`src/core/teoc_defines.svh`:
```
// Constants for the talker end-of-string control block
`ifndef TEOC_DEFINES_SVH
`define TEOC_DEFINES_SVH
`define TEOC_AUX_FEOI_BIT   5
`define TEOC_AUX_DACD_BIT   6
`define TEOC_AUX_DACR_BIT   4
`define TEOC_AUX_RELEASE    8'h10
`define TEOC_AUX_RST        8'h00
`define TEOC_SYNC_RST       3'h0
`define TEOC_MASK_END       2
`define TEOC_MASK_BI        1
`define TEOC_MASK_BO        0
`endif

```
`src/core/teoc_pkg.sv`:
```
// Types for the talker end-of-string control block
package teoc_pkg;
  typedef enum logic [1:0] {
    TEOC_TIDS,
    TEOC_TADS,
    TEOC_TACS
  } teoc_talk_t;

  typedef struct packed {
    logic end_flag;
    logic byte_in_flag;
    logic byte_out_flag;
  } teoc_status_t;

  typedef struct packed {
    logic cmd_valid;
    logic my_talk_addr;
    logic my_listen_addr;
    logic other_talk_addr;
    logic untalk;
  } teoc_cmd_t;
endpackage : teoc_pkg

```
`src/core/teoc_core.sv`:
```
// Talker and listener end-of-string control with hold-off and interrupts
// Functional notes
// - End flag set on EOI, independent of data handshake.
// - End and byte-in flags raise separately maskable interrupts.
// - Force-end bit 5 of aux command drives EOI low in TACS.
// - Force-end bit self-clears one cycle later; pending end retained.
// - EOI stays asserted in TACS until next byte sent and accepted.
// - Force-end written outside TACS asserts EOI on next TACS; reset only cancels.
// - Byte-out set when byte accepted in TACS regardless of EOI.
// - ATN asserted leaves TACS, clears byte-out, stays out meanwhile.
// - Own listen, other talk or untalk send device to talker idle.
// - Own talk readdress: byte-out clear under ATN, set after release.
// - Command hold-off bit holds acceptor handshake on any command byte.
// - Attention bit in address status reflects ATN line.
// - Writing 0x10 clears hold-off and, if a command is held, pulses release to free it.
// - Byte-out mask clear prevents byte-out interrupt.
// - IRQ on rising OR of masked flags; status read releases it.
// - Byte-out set while in TACS and data output register empty.
`timescale 1ns/1ps
`default_nettype none
`include "teoc_defines.svh"
module teoc_core
  import teoc_pkg::*;
(
  // Clock and reset
  input  wire logic         clk,
  input  wire logic         rst_b,
  // Host side
  input  wire logic         aux_wr,
  input  wire logic [7:0]   aux_data,
  input  wire logic         data_out_wr,
  input  wire logic         data_in_rd,
  input  wire logic         status_rd,
  input  wire logic [2:0]   int_mask,
  output logic [7:0]        aux_command_register,
  output teoc_status_t      interrupt_status_register,
  output logic              address_status_atn,
  output logic              talker_active,
  output logic              irq_b,
  // Instrument bus side
  input  wire logic         atn_b_pin,
  input  wire logic         eoi_b_pin,
  input  wire logic         byte_accepted,
  input  wire logic         byte_received,
  input  wire teoc_cmd_t    cmd,
  output logic              eoi_b_oe,
  output logic              cmd_hold,
  output logic              cmd_release
);
  logic [2:0]   atn_sync;
  logic [2:0]   eoi_sync;
  logic         atn;
  logic         eoi;
  teoc_talk_t   talk;
  teoc_talk_t   next_talk;
  logic         end_pending;
  logic         out_full;
  logic         held;
  logic         irq_or_d;
  logic         irq_act;
  teoc_status_t st;

  // Three-stage input filters; change counted when last two agree
  always_ff @(posedge clk or negedge rst_b) begin
    if (!rst_b) begin
      atn_sync <= `TEOC_SYNC_RST;
      eoi_sync <= `TEOC_SYNC_RST;
      atn      <= 1'b0;
      eoi      <= 1'b0;
    end else begin
      atn_sync <= {atn_sync[1:0], ~atn_b_pin};
      eoi_sync <= {eoi_sync[1:0], ~eoi_b_pin};
      if (atn_sync[1] == atn_sync[2]) atn <= atn_sync[2];
      if (eoi_sync[1] == eoi_sync[2]) eoi <= eoi_sync[2];
    end
  end

  // Talker active decode, shared by byte-sent, flag and pin logic
  function automatic logic is_active(input teoc_talk_t s);
    return s == TEOC_TACS;
  endfunction : is_active

  wire wr_feoi    = aux_wr && aux_data[`TEOC_AUX_FEOI_BIT];
  wire wr_release = aux_wr && (aux_data == `TEOC_AUX_RELEASE);
  wire untalked   = cmd.cmd_valid && (cmd.my_listen_addr || cmd.other_talk_addr || cmd.untalk);
  wire talk_addr  = cmd.cmd_valid && cmd.my_talk_addr;
  wire sent       = is_active(talk) && byte_accepted && out_full;
  // Command caught while hold-off set; a release write wins
  wire cmd_catch  = cmd.cmd_valid && aux_command_register[`TEOC_AUX_DACD_BIT] && !wr_release;

  // Talker state: ATN forces out of TACS; commands address or untalk
  always_comb begin
    next_talk = talk;
    if (untalked) next_talk = TEOC_TIDS;
    else if (talk_addr) next_talk = TEOC_TADS;
    else if (atn && talk == TEOC_TACS) next_talk = TEOC_TADS;
    else if (!atn && talk == TEOC_TADS) next_talk = TEOC_TACS;
  end

  wire       next_tacs = is_active(next_talk);
  wire [2:0] masked    = {st.end_flag & int_mask[`TEOC_MASK_END],
                          st.byte_in_flag & int_mask[`TEOC_MASK_BI],
                          st.byte_out_flag & int_mask[`TEOC_MASK_BO]};
  wire       irq_or = |masked;

  always_ff @(posedge clk or negedge rst_b) begin
    if (!rst_b) begin
      talk        <= TEOC_TIDS;
      end_pending <= 1'b0;
      out_full    <= 1'b0;
      held        <= 1'b0;
      cmd_release <= 1'b0;
      irq_or_d    <= 1'b0;
      irq_act     <= 1'b0;
      st          <= '0;
      aux_command_register <= `TEOC_AUX_RST;
    end else begin
      talk <= next_talk;
      // Force-end bit stored one cycle, then self-clears
      if (wr_release) aux_command_register <= `TEOC_AUX_RELEASE;
      else if (aux_wr) aux_command_register <= aux_data;
      else aux_command_register[`TEOC_AUX_FEOI_BIT] <= 1'b0;
      aux_command_register[`TEOC_AUX_DACR_BIT] <= 1'b0;
      cmd_release <= wr_release && held;
      if (wr_feoi) end_pending <= 1'b1;
      else if (sent) end_pending <= 1'b0;
      if (data_out_wr) out_full <= 1'b1;
      else if (sent) out_full <= 1'b0;
      if (cmd_catch) held <= 1'b1;
      else if (wr_release) held <= 1'b0;
      // End and byte-in flags: set wins over clear; for byte-out a data write wins
      if (eoi && !eoi_b_oe) st.end_flag <= 1'b1;
      else if (data_in_rd) st.end_flag <= 1'b0;
      if (byte_received) st.byte_in_flag <= 1'b1;
      else if (data_in_rd) st.byte_in_flag <= 1'b0;
      st.byte_out_flag <= next_tacs && !atn &&
                          ((!out_full || sent) && !data_out_wr);
      irq_or_d <= irq_or;
      if (irq_or && !irq_or_d) irq_act <= 1'b1;
      else if (status_rd) irq_act <= 1'b0;
    end
  end

  always_ff @(posedge clk or negedge rst_b) begin
    if (!rst_b) begin
      eoi_b_oe           <= 1'b0;
      cmd_hold           <= 1'b0;
      address_status_atn <= 1'b0;
      talker_active      <= 1'b0;
      irq_b              <= 1'b1;
      interrupt_status_register <= '0;
    end else begin
      eoi_b_oe <= next_tacs && (end_pending || wr_feoi) && !sent;
      cmd_hold <= held || cmd_catch;
      address_status_atn <= atn;
      talker_active      <= next_tacs;
      irq_b              <= ~((irq_or && !irq_or_d) || (irq_act && !status_rd));
      interrupt_status_register <= st;
    end
  end

  property p_eoi_tacs;
    @(posedge clk) disable iff (!rst_b) eoi_b_oe |-> $past(next_tacs);
  endproperty
  a_eoi_tacs: assert property (p_eoi_tacs) else $error("EOI outside TACS");
  property p_feoi_clear;
    @(posedge clk) disable iff (!rst_b)
      (aux_wr && aux_data[`TEOC_AUX_FEOI_BIT]) ##1 !aux_wr
      |=> !aux_command_register[`TEOC_AUX_FEOI_BIT];
  endproperty
  a_feoi_clear: assert property (p_feoi_clear) else $error("feoi stuck");
  property p_pending;
    @(posedge clk) disable iff (!rst_b) wr_feoi |=> end_pending;
  endproperty
  a_pending: assert property (p_pending) else $error("pending end lost");
  property p_atn_bo;
    @(posedge clk) disable iff (!rst_b) atn |=> !st.byte_out_flag;
  endproperty
  a_atn_bo: assert property (p_atn_bo) else $error("byte-out under ATN");
  property p_untalk;
    @(posedge clk) disable iff (!rst_b) untalked |=> talk == TEOC_TIDS;
  endproperty
  a_untalk: assert property (p_untalk) else $error("not untalked");
  property p_atn_bit;
    @(posedge clk) disable iff (!rst_b) ##1 address_status_atn == $past(atn);
  endproperty
  a_atn_bit: assert property (p_atn_bit) else $error("ATN bit wrong");
  property p_rel;
    @(posedge clk) disable iff (!rst_b) (wr_release && held) |=> cmd_release && !held;
  endproperty
  a_rel: assert property (p_rel) else $error("release failed");
  property p_end;
    @(posedge clk) disable iff (!rst_b) (eoi && !eoi_b_oe) |=> st.end_flag;
  endproperty
  a_end: assert property (p_end) else $error("end flag missed");
  property p_mask;
    @(posedge clk) disable iff (!rst_b) (int_mask == 3'h0 && !irq_act) |=> irq_b;
  endproperty
  a_mask: assert property (p_mask) else $error("irq while masked");
  property p_eoi_on;
    @(posedge clk) disable iff (!rst_b) (next_tacs && end_pending && !sent) |=> eoi_b_oe;
  endproperty
  a_eoi_on: assert property (p_eoi_on) else $error("pending end not driven");
  property p_eoi_off;
    @(posedge clk) disable iff (!rst_b) sent |=> !eoi_b_oe;
  endproperty
  a_eoi_off: assert property (p_eoi_off) else $error("EOI kept after byte");
  property p_bo_set;
    @(posedge clk) disable iff (!rst_b)
      (sent && next_tacs && !atn && !data_out_wr) |=> st.byte_out_flag;
  endproperty
  a_bo_set: assert property (p_bo_set) else $error("byte-out not set");
  property p_ta_atn;
    @(posedge clk) disable iff (!rst_b) atn |=> !talker_active;
  endproperty
  a_ta_atn: assert property (p_ta_atn) else $error("talker under ATN");
  property p_readdr;
    @(posedge clk) disable iff (!rst_b)
      (talk == TEOC_TADS && !atn && !untalked && !talk_addr) |=> talker_active;
  endproperty
  a_readdr: assert property (p_readdr) else $error("not active after ATN");
  property p_hold;
    @(posedge clk) disable iff (!rst_b) cmd_catch |=> cmd_hold;
  endproperty
  a_hold: assert property (p_hold) else $error("command not held");
  property p_irq_rise;
    @(posedge clk) disable iff (!rst_b) (irq_or && !irq_or_d) |=> !irq_b;
  endproperty
  a_irq_rise: assert property (p_irq_rise) else $error("irq edge missed");
  c_eoi: cover property (@(posedge clk) disable iff (!rst_b) eoi_b_oe ##[1:20] !eoi_b_oe);
  c_rel: cover property (@(posedge clk) disable iff (!rst_b) cmd_hold ##[1:20] cmd_release);
  c_irq: cover property (@(posedge clk) disable iff (!rst_b) !irq_b);
endmodule : teoc_core
`default_nettype wire

```
`config.mk`:
```
export PLATFORM = sky130hd
export DESIGN_NAME = teoc_core
export DESIGN_NICKNAME = d
export VERILOG_FILES = /design/src/core/teoc_pkg.sv /design/src/core/teoc_core.sv
export VERILOG_INCLUDE_DIRS = /design/src /design/src/core
export SDC_FILE = /design/constraint.sdc
export NUM_CORES = 1
export LEC_CHECK = 0
export BUFFER_PORTS_ARGS = -buffer_cell sky130_fd_sc_hd__buf_4
export CORE_MARGIN = 2
export CORE_UTILIZATION = 44
export DETAILED_ROUTE_END_ITERATION = 7
export PLACE_DENSITY_LB_ADDON = 0.12
export SLEW_MARGIN = 15
export SYNTH_ARGS = -nofsm -noshare
export SYNTH_HDL_FRONTEND = slang
export SYNTH_SLANG_ARGS = --single-unit
```
`constraint.sdc`:
```
create_clock -name clk -period 2.05 [get_ports clk]
set_input_delay 0.1025 -clock clk [delete_from_list [all_inputs] [get_ports clk]]
set_output_delay 0.1025 -clock clk [all_outputs]
set_load 0.1 [all_outputs]
```
==> results by group, run 1 <==
Finish
  • Fin nets: 167
  • Final Non-Filler Cells: 173
  • Fin util: 0.6537
  • # fillers: 209
  • Area Growth Syn to Fin: 44.49%
  • N_diodes: 0
  • Share of layout cells above drive strength 1: 0.4296

Synthesis
  • Top post-synthesis cells by count: 33 x dfrtp_1, 9 x inv_1, 6 x mux2_2, 4 x a21oi_1
  • Syn. warnings: 0
  • Area contributors post-synth: dfrtp_1 67%, mux2_2 5.5%, inv_1 2.8%, maj3_1 2.4%, a2111oi_4 2.2%
  • Mapped cell area: 1226 µm²
  • Leading cell type by number of instances after synthesis: dfrtp_1
  • Yosys reg bits: 34
  • Post-synth top area cell: dfrtp_1
  • Post-synth EDFFs: 0
  • Seq/Total Area, Yosys: 0.6949
  • Primary FF master, synth: dfrtp_1
  • Post-Syn Nets: 111
  • Syn Area/Cell: 14.43 µm²
  • Async SR Flop Fraction: 1.000
  • Synth unique cells: 29
  • Post-synth top area share: 0.6735
  • Cells after synthesis: 85

Global route
  • Vias in the first global route: 840
  • GRT Overall Usage: 0.1468
  • Largest net degree at the start of global routing: 35
  • Initial antenna violation count: 0
  • First-pass GRT wire length: 3539 µm
  • Gr ovfl total: 0

Power and ir drop
  • Peak supply drop: 0.8208 mV
  • Pwr dens: 992.6 nW/µm²
  • Leakage power: 0.8425 nW

Setup path
  • Worst R2R End: st[0]$_DFF_PN0_
  • CP max stage delay: 0.55 ns
  • Max FO, Critical Path: 2
  • Critical path type: primary input to register
  • Crit path cell chain: dlygate4sd3_1 -> buf_4 -> nor4b_1 -> nand3_1 -> a31o_2
  • R2R Setup Slk: 0.80 ns
  • R2r startpoint: talk[0]$_DFF_PN0_
  • Critical path launch point type: primary input
  • CP Buf/Inv Count: 2
  • Critical path's top delay family: buffers and inverters
  • CP Data Required Time: 2.27 ns
  • CP Capture Type: register
  • Reg2reg path depth: 3
  • Stages on the worst setup path: 5
  • Worst path arrival time: 1.66 ns
  • Slowest-stage cell, CP: dlygate4sd3_1

Timing
  • Final Skew: 0.005076 ns
  • RSZ-0062 raised after global routing: false
  • Final Cycle Share: 0.6991
  • Fmax: 697.8 MHz
  • Final setup fails: 0
  • Pins Over Slew Limit: 0
  • Total negative setup slack: 0 ns
  • Hold Violations, Final: 0
  • Post-route setup slack: 0.6168 ns
  • Tmin final: 1.433 ns

Floorplan
  • I/O pins: 43
  • Die height: 56.79 µm
  • Starting Density: 0.4524
  • Die area: 3225 µm²
  • Die Wd: 56.79 µm
  • Core ar.: 2710 µm²
  • FP Rows: 19

Drt
  • Total number of vias: 829
  • Final WL: 2127 µm
  • DR iter-0 viols: 25
  • DRC: 0
  • Pre-antenna DRT Iters: 4
  • ANT nets after route: 0
  • Vias/cell: 4.792
  • Avg WL per Cell: 12.29 µm

CTS
  • Total CTS buffers: 5
  • Postcts setup bufs: 0
  • H-tree depth: 2
  • Clk pin slew, worst setup/hold paths: 0.10 ns
  • Clock Tree Root: clkbuf_4
  • CTS tree: done
  • Clk sinks: 34
  • Clock latency on the worst-skew pair: 0.32 ns
  • CTS max path bufs: 2

Hold path
  • WHS Endpoint: irq_or_d$_DFF_PN0_
  • Min-delay worst type: primary input to register
  • Worst Hold Launch: int_mask[2]
  • Hold Path Stages: 3

Place
  • Placement Setup Slack: 0.6815 ns
  • Hpwl dp: 1456 µm
  • GPL Wtd Cong: 0.7001
  • Buffers on Ports: 41
  • Placed insts: 155

Outcome
  • Status: finished, final reports clean

Flow run
  • Max Cap Viol: 0
[worst min-delay path: cells and delay by family]
family          cells  cell delay [ns]
compound gates      1             0.07
buf+inv             2             0.13
[worst max-delay path by stage]
stage                  startpoint            endpoint  slack (ns)
3_3_place_gp               cmd[1]     st[0]$_DFF_PN0_        0.72
5_1_grt               aux_data[3]  cmd_hold$_DFF_PN0_        0.60
2_1_floorplan  eoi_b_oe$_DFF_PN0_   st[2]$_DFFE_PN0P_        0.70
6_report              aux_data[2]  cmd_hold$_DFF_PN0_        0.62
3_5_place_dp               cmd[1]     st[0]$_DFF_PN0_        0.68
4_1_cts                    cmd[4]     st[0]$_DFF_PN0_        0.76
[registers in the layout (all words and copies together) (netlist names)]
| register | cells |
|---|---|
| cmd_release | 1 |
| aux_command_register | 7 |
| irq_act | 1 |
| eoi_b_oe | 1 |
| eoi_sync | 3 |
| st | 3 |
| eoi | 1 |
| out_full | 1 |
| held | 1 |
| cmd_hold | 1 |
| irq_b | 1 |
| address_status_atn | 1 |
| interrupt_status_register | 3 |
| talker_active | 1 |
| irq_or_d | 1 |
| end_pending | 1 |
| atn_sync | 3 |
| atn | 1 |
| talk | 2 |
[cell families after synthesis]
family,count (synthesis),share of synthesized area
buf+inv,11,0.03775
fa+ha+maj,3,0.02449
xor+xnor,1,0.007144
compound gates,15,0.1051
other cells,1,0.003058
mux,6,0.05510
flops,34,0.6949
simple gates,14,0.07246
[layout by cell type (no fill, tap or decap), drive strengths merged, types with 2 or more instances in the layout]
master       Yosys  final
inv              9      9
mux2             6      6
nor3b            2      2
clkbuf           0      6
bufinv           0      2
a21o             3      3
dfrtp           33     33
buf              2     41
nand2            2      2
nand3            2      2
maj3             3      3
a21oi            4      4
dlygate4sd3      0     10
or3              2      2
nor2             3      3
[layer usage]
metal	GRT usage	part of all wire	vias to the layer above
met3	0.04839	0.057	2
met1	0.1720	0.42	396
met2	0.2425	0.51	30
li1	-	-	401
met4	0.06977	0.0099	0
met5	0	0	-
[stage by stage]
step	hold WS [ns]	cell area (µm²)	power [mW]
2_1_floorplan	-0.1931	1226	1.017
3_3_place_gp	0.06716	1560	1.121
3_5_place_dp	0.07259	1560	1.126
4_1_cts	0.001487	1752	1.770
5_1_grt	0.002022	1772	1.828
6_report	0.01059	1772	1.759
[power by group]
part | leakage [nW] | internal, mW | total, mW | switching [mW]
Sequential | 0.398 | 0.724 | 0.755 | 0.0312
Combinational | 0.386 | 0.111 | 0.369 | 0.258
Clock | 0.0585 | 0.413 | 0.634 | 0.221
[area by class of cell]
| cell class | instances | area, µm² | area share |
|---|---|---|---|
| Tap cell | 31 | 38.79 | 0.02189 |
| Clock inverter | 2 | 60.06 | 0.03390 |
| Timing Repair Buffer | 51 | 407.9 | 0.2302 |
| Sequential cell | 34 | 852.1 | 0.4809 |
| Multi-Input combinational cell | 40 | 327.8 | 0.1850 |
| Inverter | 9 | 33.78 | 0.01907 |
| Clock buffer | 6 | 51.30 | 0.02895 |
[what timing repair did]
item	CTS	global route
endpoints found under the hold margin	41	2
resized for setup	0	0
hold buffers	8	2
Note: power is estimated with default switching activity, not from simulation.
==> run 2, diff against run 1 <==
Clock period 2.05 ns to 1.5 ns, I/O delays scaled along.
==> run 2 against run 1 <==
Effect of this change: clock-buffer cell count stayed put; total power is 37% higher; global-route usage up 1.5 points; sequential power rose by 36%; wire length rose by 8.1%; setup slack worse by 0.55 ns; cell area up 3.4%; cell count grew 3.5%; critical path type unchanged; sequential cell count did not move; combinational power is 41% higher; hold slack better by 0.016 ns; first-iteration DRC count is the same.
==> results by group, run 2 (synthesis results as in run 1) <==
Setup path
  • Critical path launch point type: primary input
  • Max FO, Critical Path: 2 (unchanged)
  • Critical path type: primary input to register
  • Slowest-stage cell, CP: dlygate4sd3_1
  • Crit path cell chain: dlygate4sd3_1 -> buf_4 -> nor4b_1 -> nand3_1 -> a31o_2
  • CP Capture Type: register
  • CP Buf/Inv Count: 2 (unchanged)
  • Worst path arrival time: 1.65 ns (about the same)
  • CP max stage delay: 0.55 ns (about the same)
  • CP Data Required Time: 1.72 ns (-0.55 ns)
  • Critical path's top delay family: buffers and inverters

Timing
  • Pins Over Slew Limit: 0 (unchanged)
  • Final Cycle Share: 0.9536
  • Fmax: 699.1 MHz
  • Final Skew: 0.008728 ns (+0.003651 ns)
  • Tmin final: 1.430 ns
  • Hold Violations, Final: 0 (unchanged)
  • RSZ-0062 raised after global routing: false
  • Final setup fails: 0 (unchanged)
  • Hold Worst Slack: 0.02661 ns (+0.01602 ns)
  • Total negative setup slack: 0 ns (unchanged)

Drt
  • ANT nets after route: 0 (unchanged)
  • DR iter-0 viols: 25 (unchanged)
  • Avg WL per Cell: 12.84 µm (+4.5%)
  • Total number of vias: 875 (+5.5%)
  • Pre-antenna DRT Iters: 4 (unchanged)
  • Vias/cell: 4.888 (+2.0%)
  • DRC: 0 (unchanged)
  • Final WL: 2299 µm (+8.1%)

Place
  • Placed insts: 155 (unchanged)
  • Hpwl dp: 1469 µm (+0.89%)
  • GPL Wtd Cong: 0.6994 (about the same)
  • Buffers on Ports: 41 (unchanged)

Finish
  • Fin nets: 173 (+3.6%)
  • Most frequent cells in the layout: 41 x buf_4, 33 x dfrtp_1, 16 x dlygate4sd3_1
  • Most common cell after layout, fill and taps aside: buf_4
  • Final Non-Filler Cells: 179 (+3.5%)
  • Area Growth Syn to Fin: 49.39%
  • N_diodes: 0 (unchanged)
  • Largest Register: aux_command_register
  • Max reg flops: 7 (unchanged)
  • Share of layout cells above drive strength 1: 0.4122 (-0.01742)

CTS
  • Clk pin slew, worst setup/hold paths: 0.10 ns (about the same)
  • Total CTS buffers: 5 (unchanged)
  • H-tree depth: 2 (unchanged)
  • Clock latency on the worst-skew pair: 0.32 ns (about the same)
  • CTS max path bufs: 2 (unchanged)
  • Postcts setup bufs: 0 (unchanged)
  • CTS tree: done
  • Clock Tree Root: clkbuf_4
  • Clk sinks: 34 (unchanged)
  • Post-CTS sizing: 0 (unchanged)

Global route
  • Largest net degree at the start of global routing: 35 (unchanged)
  • Vias in the first global route: 894 (+6.4%)
  • Initial antenna violation count: 0 (unchanged)
  • First-pass GRT wire length: 3919 µm (+11%)
  • GRT Overall Usage: 0.1623 (+0.01545)
  • Gr ovfl total: 0 (unchanged)

Flow run
  • Max Cap Viol: 0 (unchanged)

Power and ir drop
  • Pwr Total: 2.417 mW (+37%)
  • Leakage power: 0.8675 nW (+3.0%)
  • Pwr dens: 1320 nW/µm² (+33%)
  • Peak supply drop: 0.8770 mV (+6.9%)

Floorplan
  • Die height: 56.79 µm (unchanged)
  • Die area: 3225 µm² (unchanged)
  • FP Rows: 19 (unchanged)
  • Core ar.: 2710 µm² (unchanged)
  • Die Wd: 56.79 µm (unchanged)
  • I/O pins: 43 (unchanged)
  • Starting Density: 0.4524 (unchanged)

Hold path
  • Min-delay worst type: primary input to register

Outcome
  • Status: finished, final reports clean
run 2: cell count changes in the layout (fill, tap and decap cells not counted), sizes merged:
cell / delta
dlygate4sd3: +6
run 2: area by class of cell:
class | count | area [µm²]
fill | 205 | 878.3
tap | 31 | 38.79
clock inverter | 2 | 60.06
multi-input combinational | 40 | 327.8
clock buffer | 6 | 51.30
timing repair buffer | 57 | 467.9
sequential | 34 | 852.1
inverter | 9 | 33.78
run 2: repair_timing:
action / CTS / global route
hold buffers: 16 / 0
hold endpoints to repair: 48 / 0
setup endpoints to repair: 0 / 0
run 2: report_power, final:
part	internal, mW	leakage, nW	total (mW)	switching [mW]
registers	0.989	0.398	1.03	0.0446
logic	0.162	0.411	0.520	0.358
clock network	0.565	0.0585	0.864	0.299
total	1.72	0.868	2.42	0.702
run 2: path summary, 6_finish.rpt:
kind / startpoint / endpoint / slack [ns] / cells after the start
worst max-delay path: aux_data[2] / cmd_hold$_DFF_PN0_ / 0.07 / 5
worst min-delay path: cmd[0] / talk[0]$_DFF_PN0_ / 0.03 / 3
worst max register to register: talk[0]$_DFF_PN0_ / st[0]$_DFF_PN0_ / 0.24 / 3
worst min register to register: atn_sync[0]$_DFF_PN0_ / atn_sync[1]$_DFF_PN0_ / 0.36 / 0
max in group asynchronous: rst_b / irq_b$_DFF_PN1_ / 0.95 / 2
min in group asynchronous: rst_b / talk[0]$_DFF_PN0_ / 0.22 / 2
run 2: per-stage QoR:
stage / instance area [µm²] / worst slack (ns) / util
after global placement: 1560 / 0.1924 / 0.5757
after floorplan: 1226 / 0.1545 / -
final: 1832 / 0.06956 / 0.6759
after detailed placement: 1560 / 0.1574 / 0.5757
after global routing: 1832 / 0.07958 / 0.6759
after CTS: 1832 / 0.1090 / 0.6759
run 2: worst register-to-register path, stage by stage (launching register included):
cell	delay, ns
dfrtp_1	0.46
xnor2_1	0.15
or3_4	0.36
a2111oi_4	0.19
run 2: per-layer routing:
metal  share of wire  GRT usage
met3           0.052    0.04839
met5               0          0
met4          0.0091    0.06977
met1            0.40     0.1882
met2            0.54     0.2774
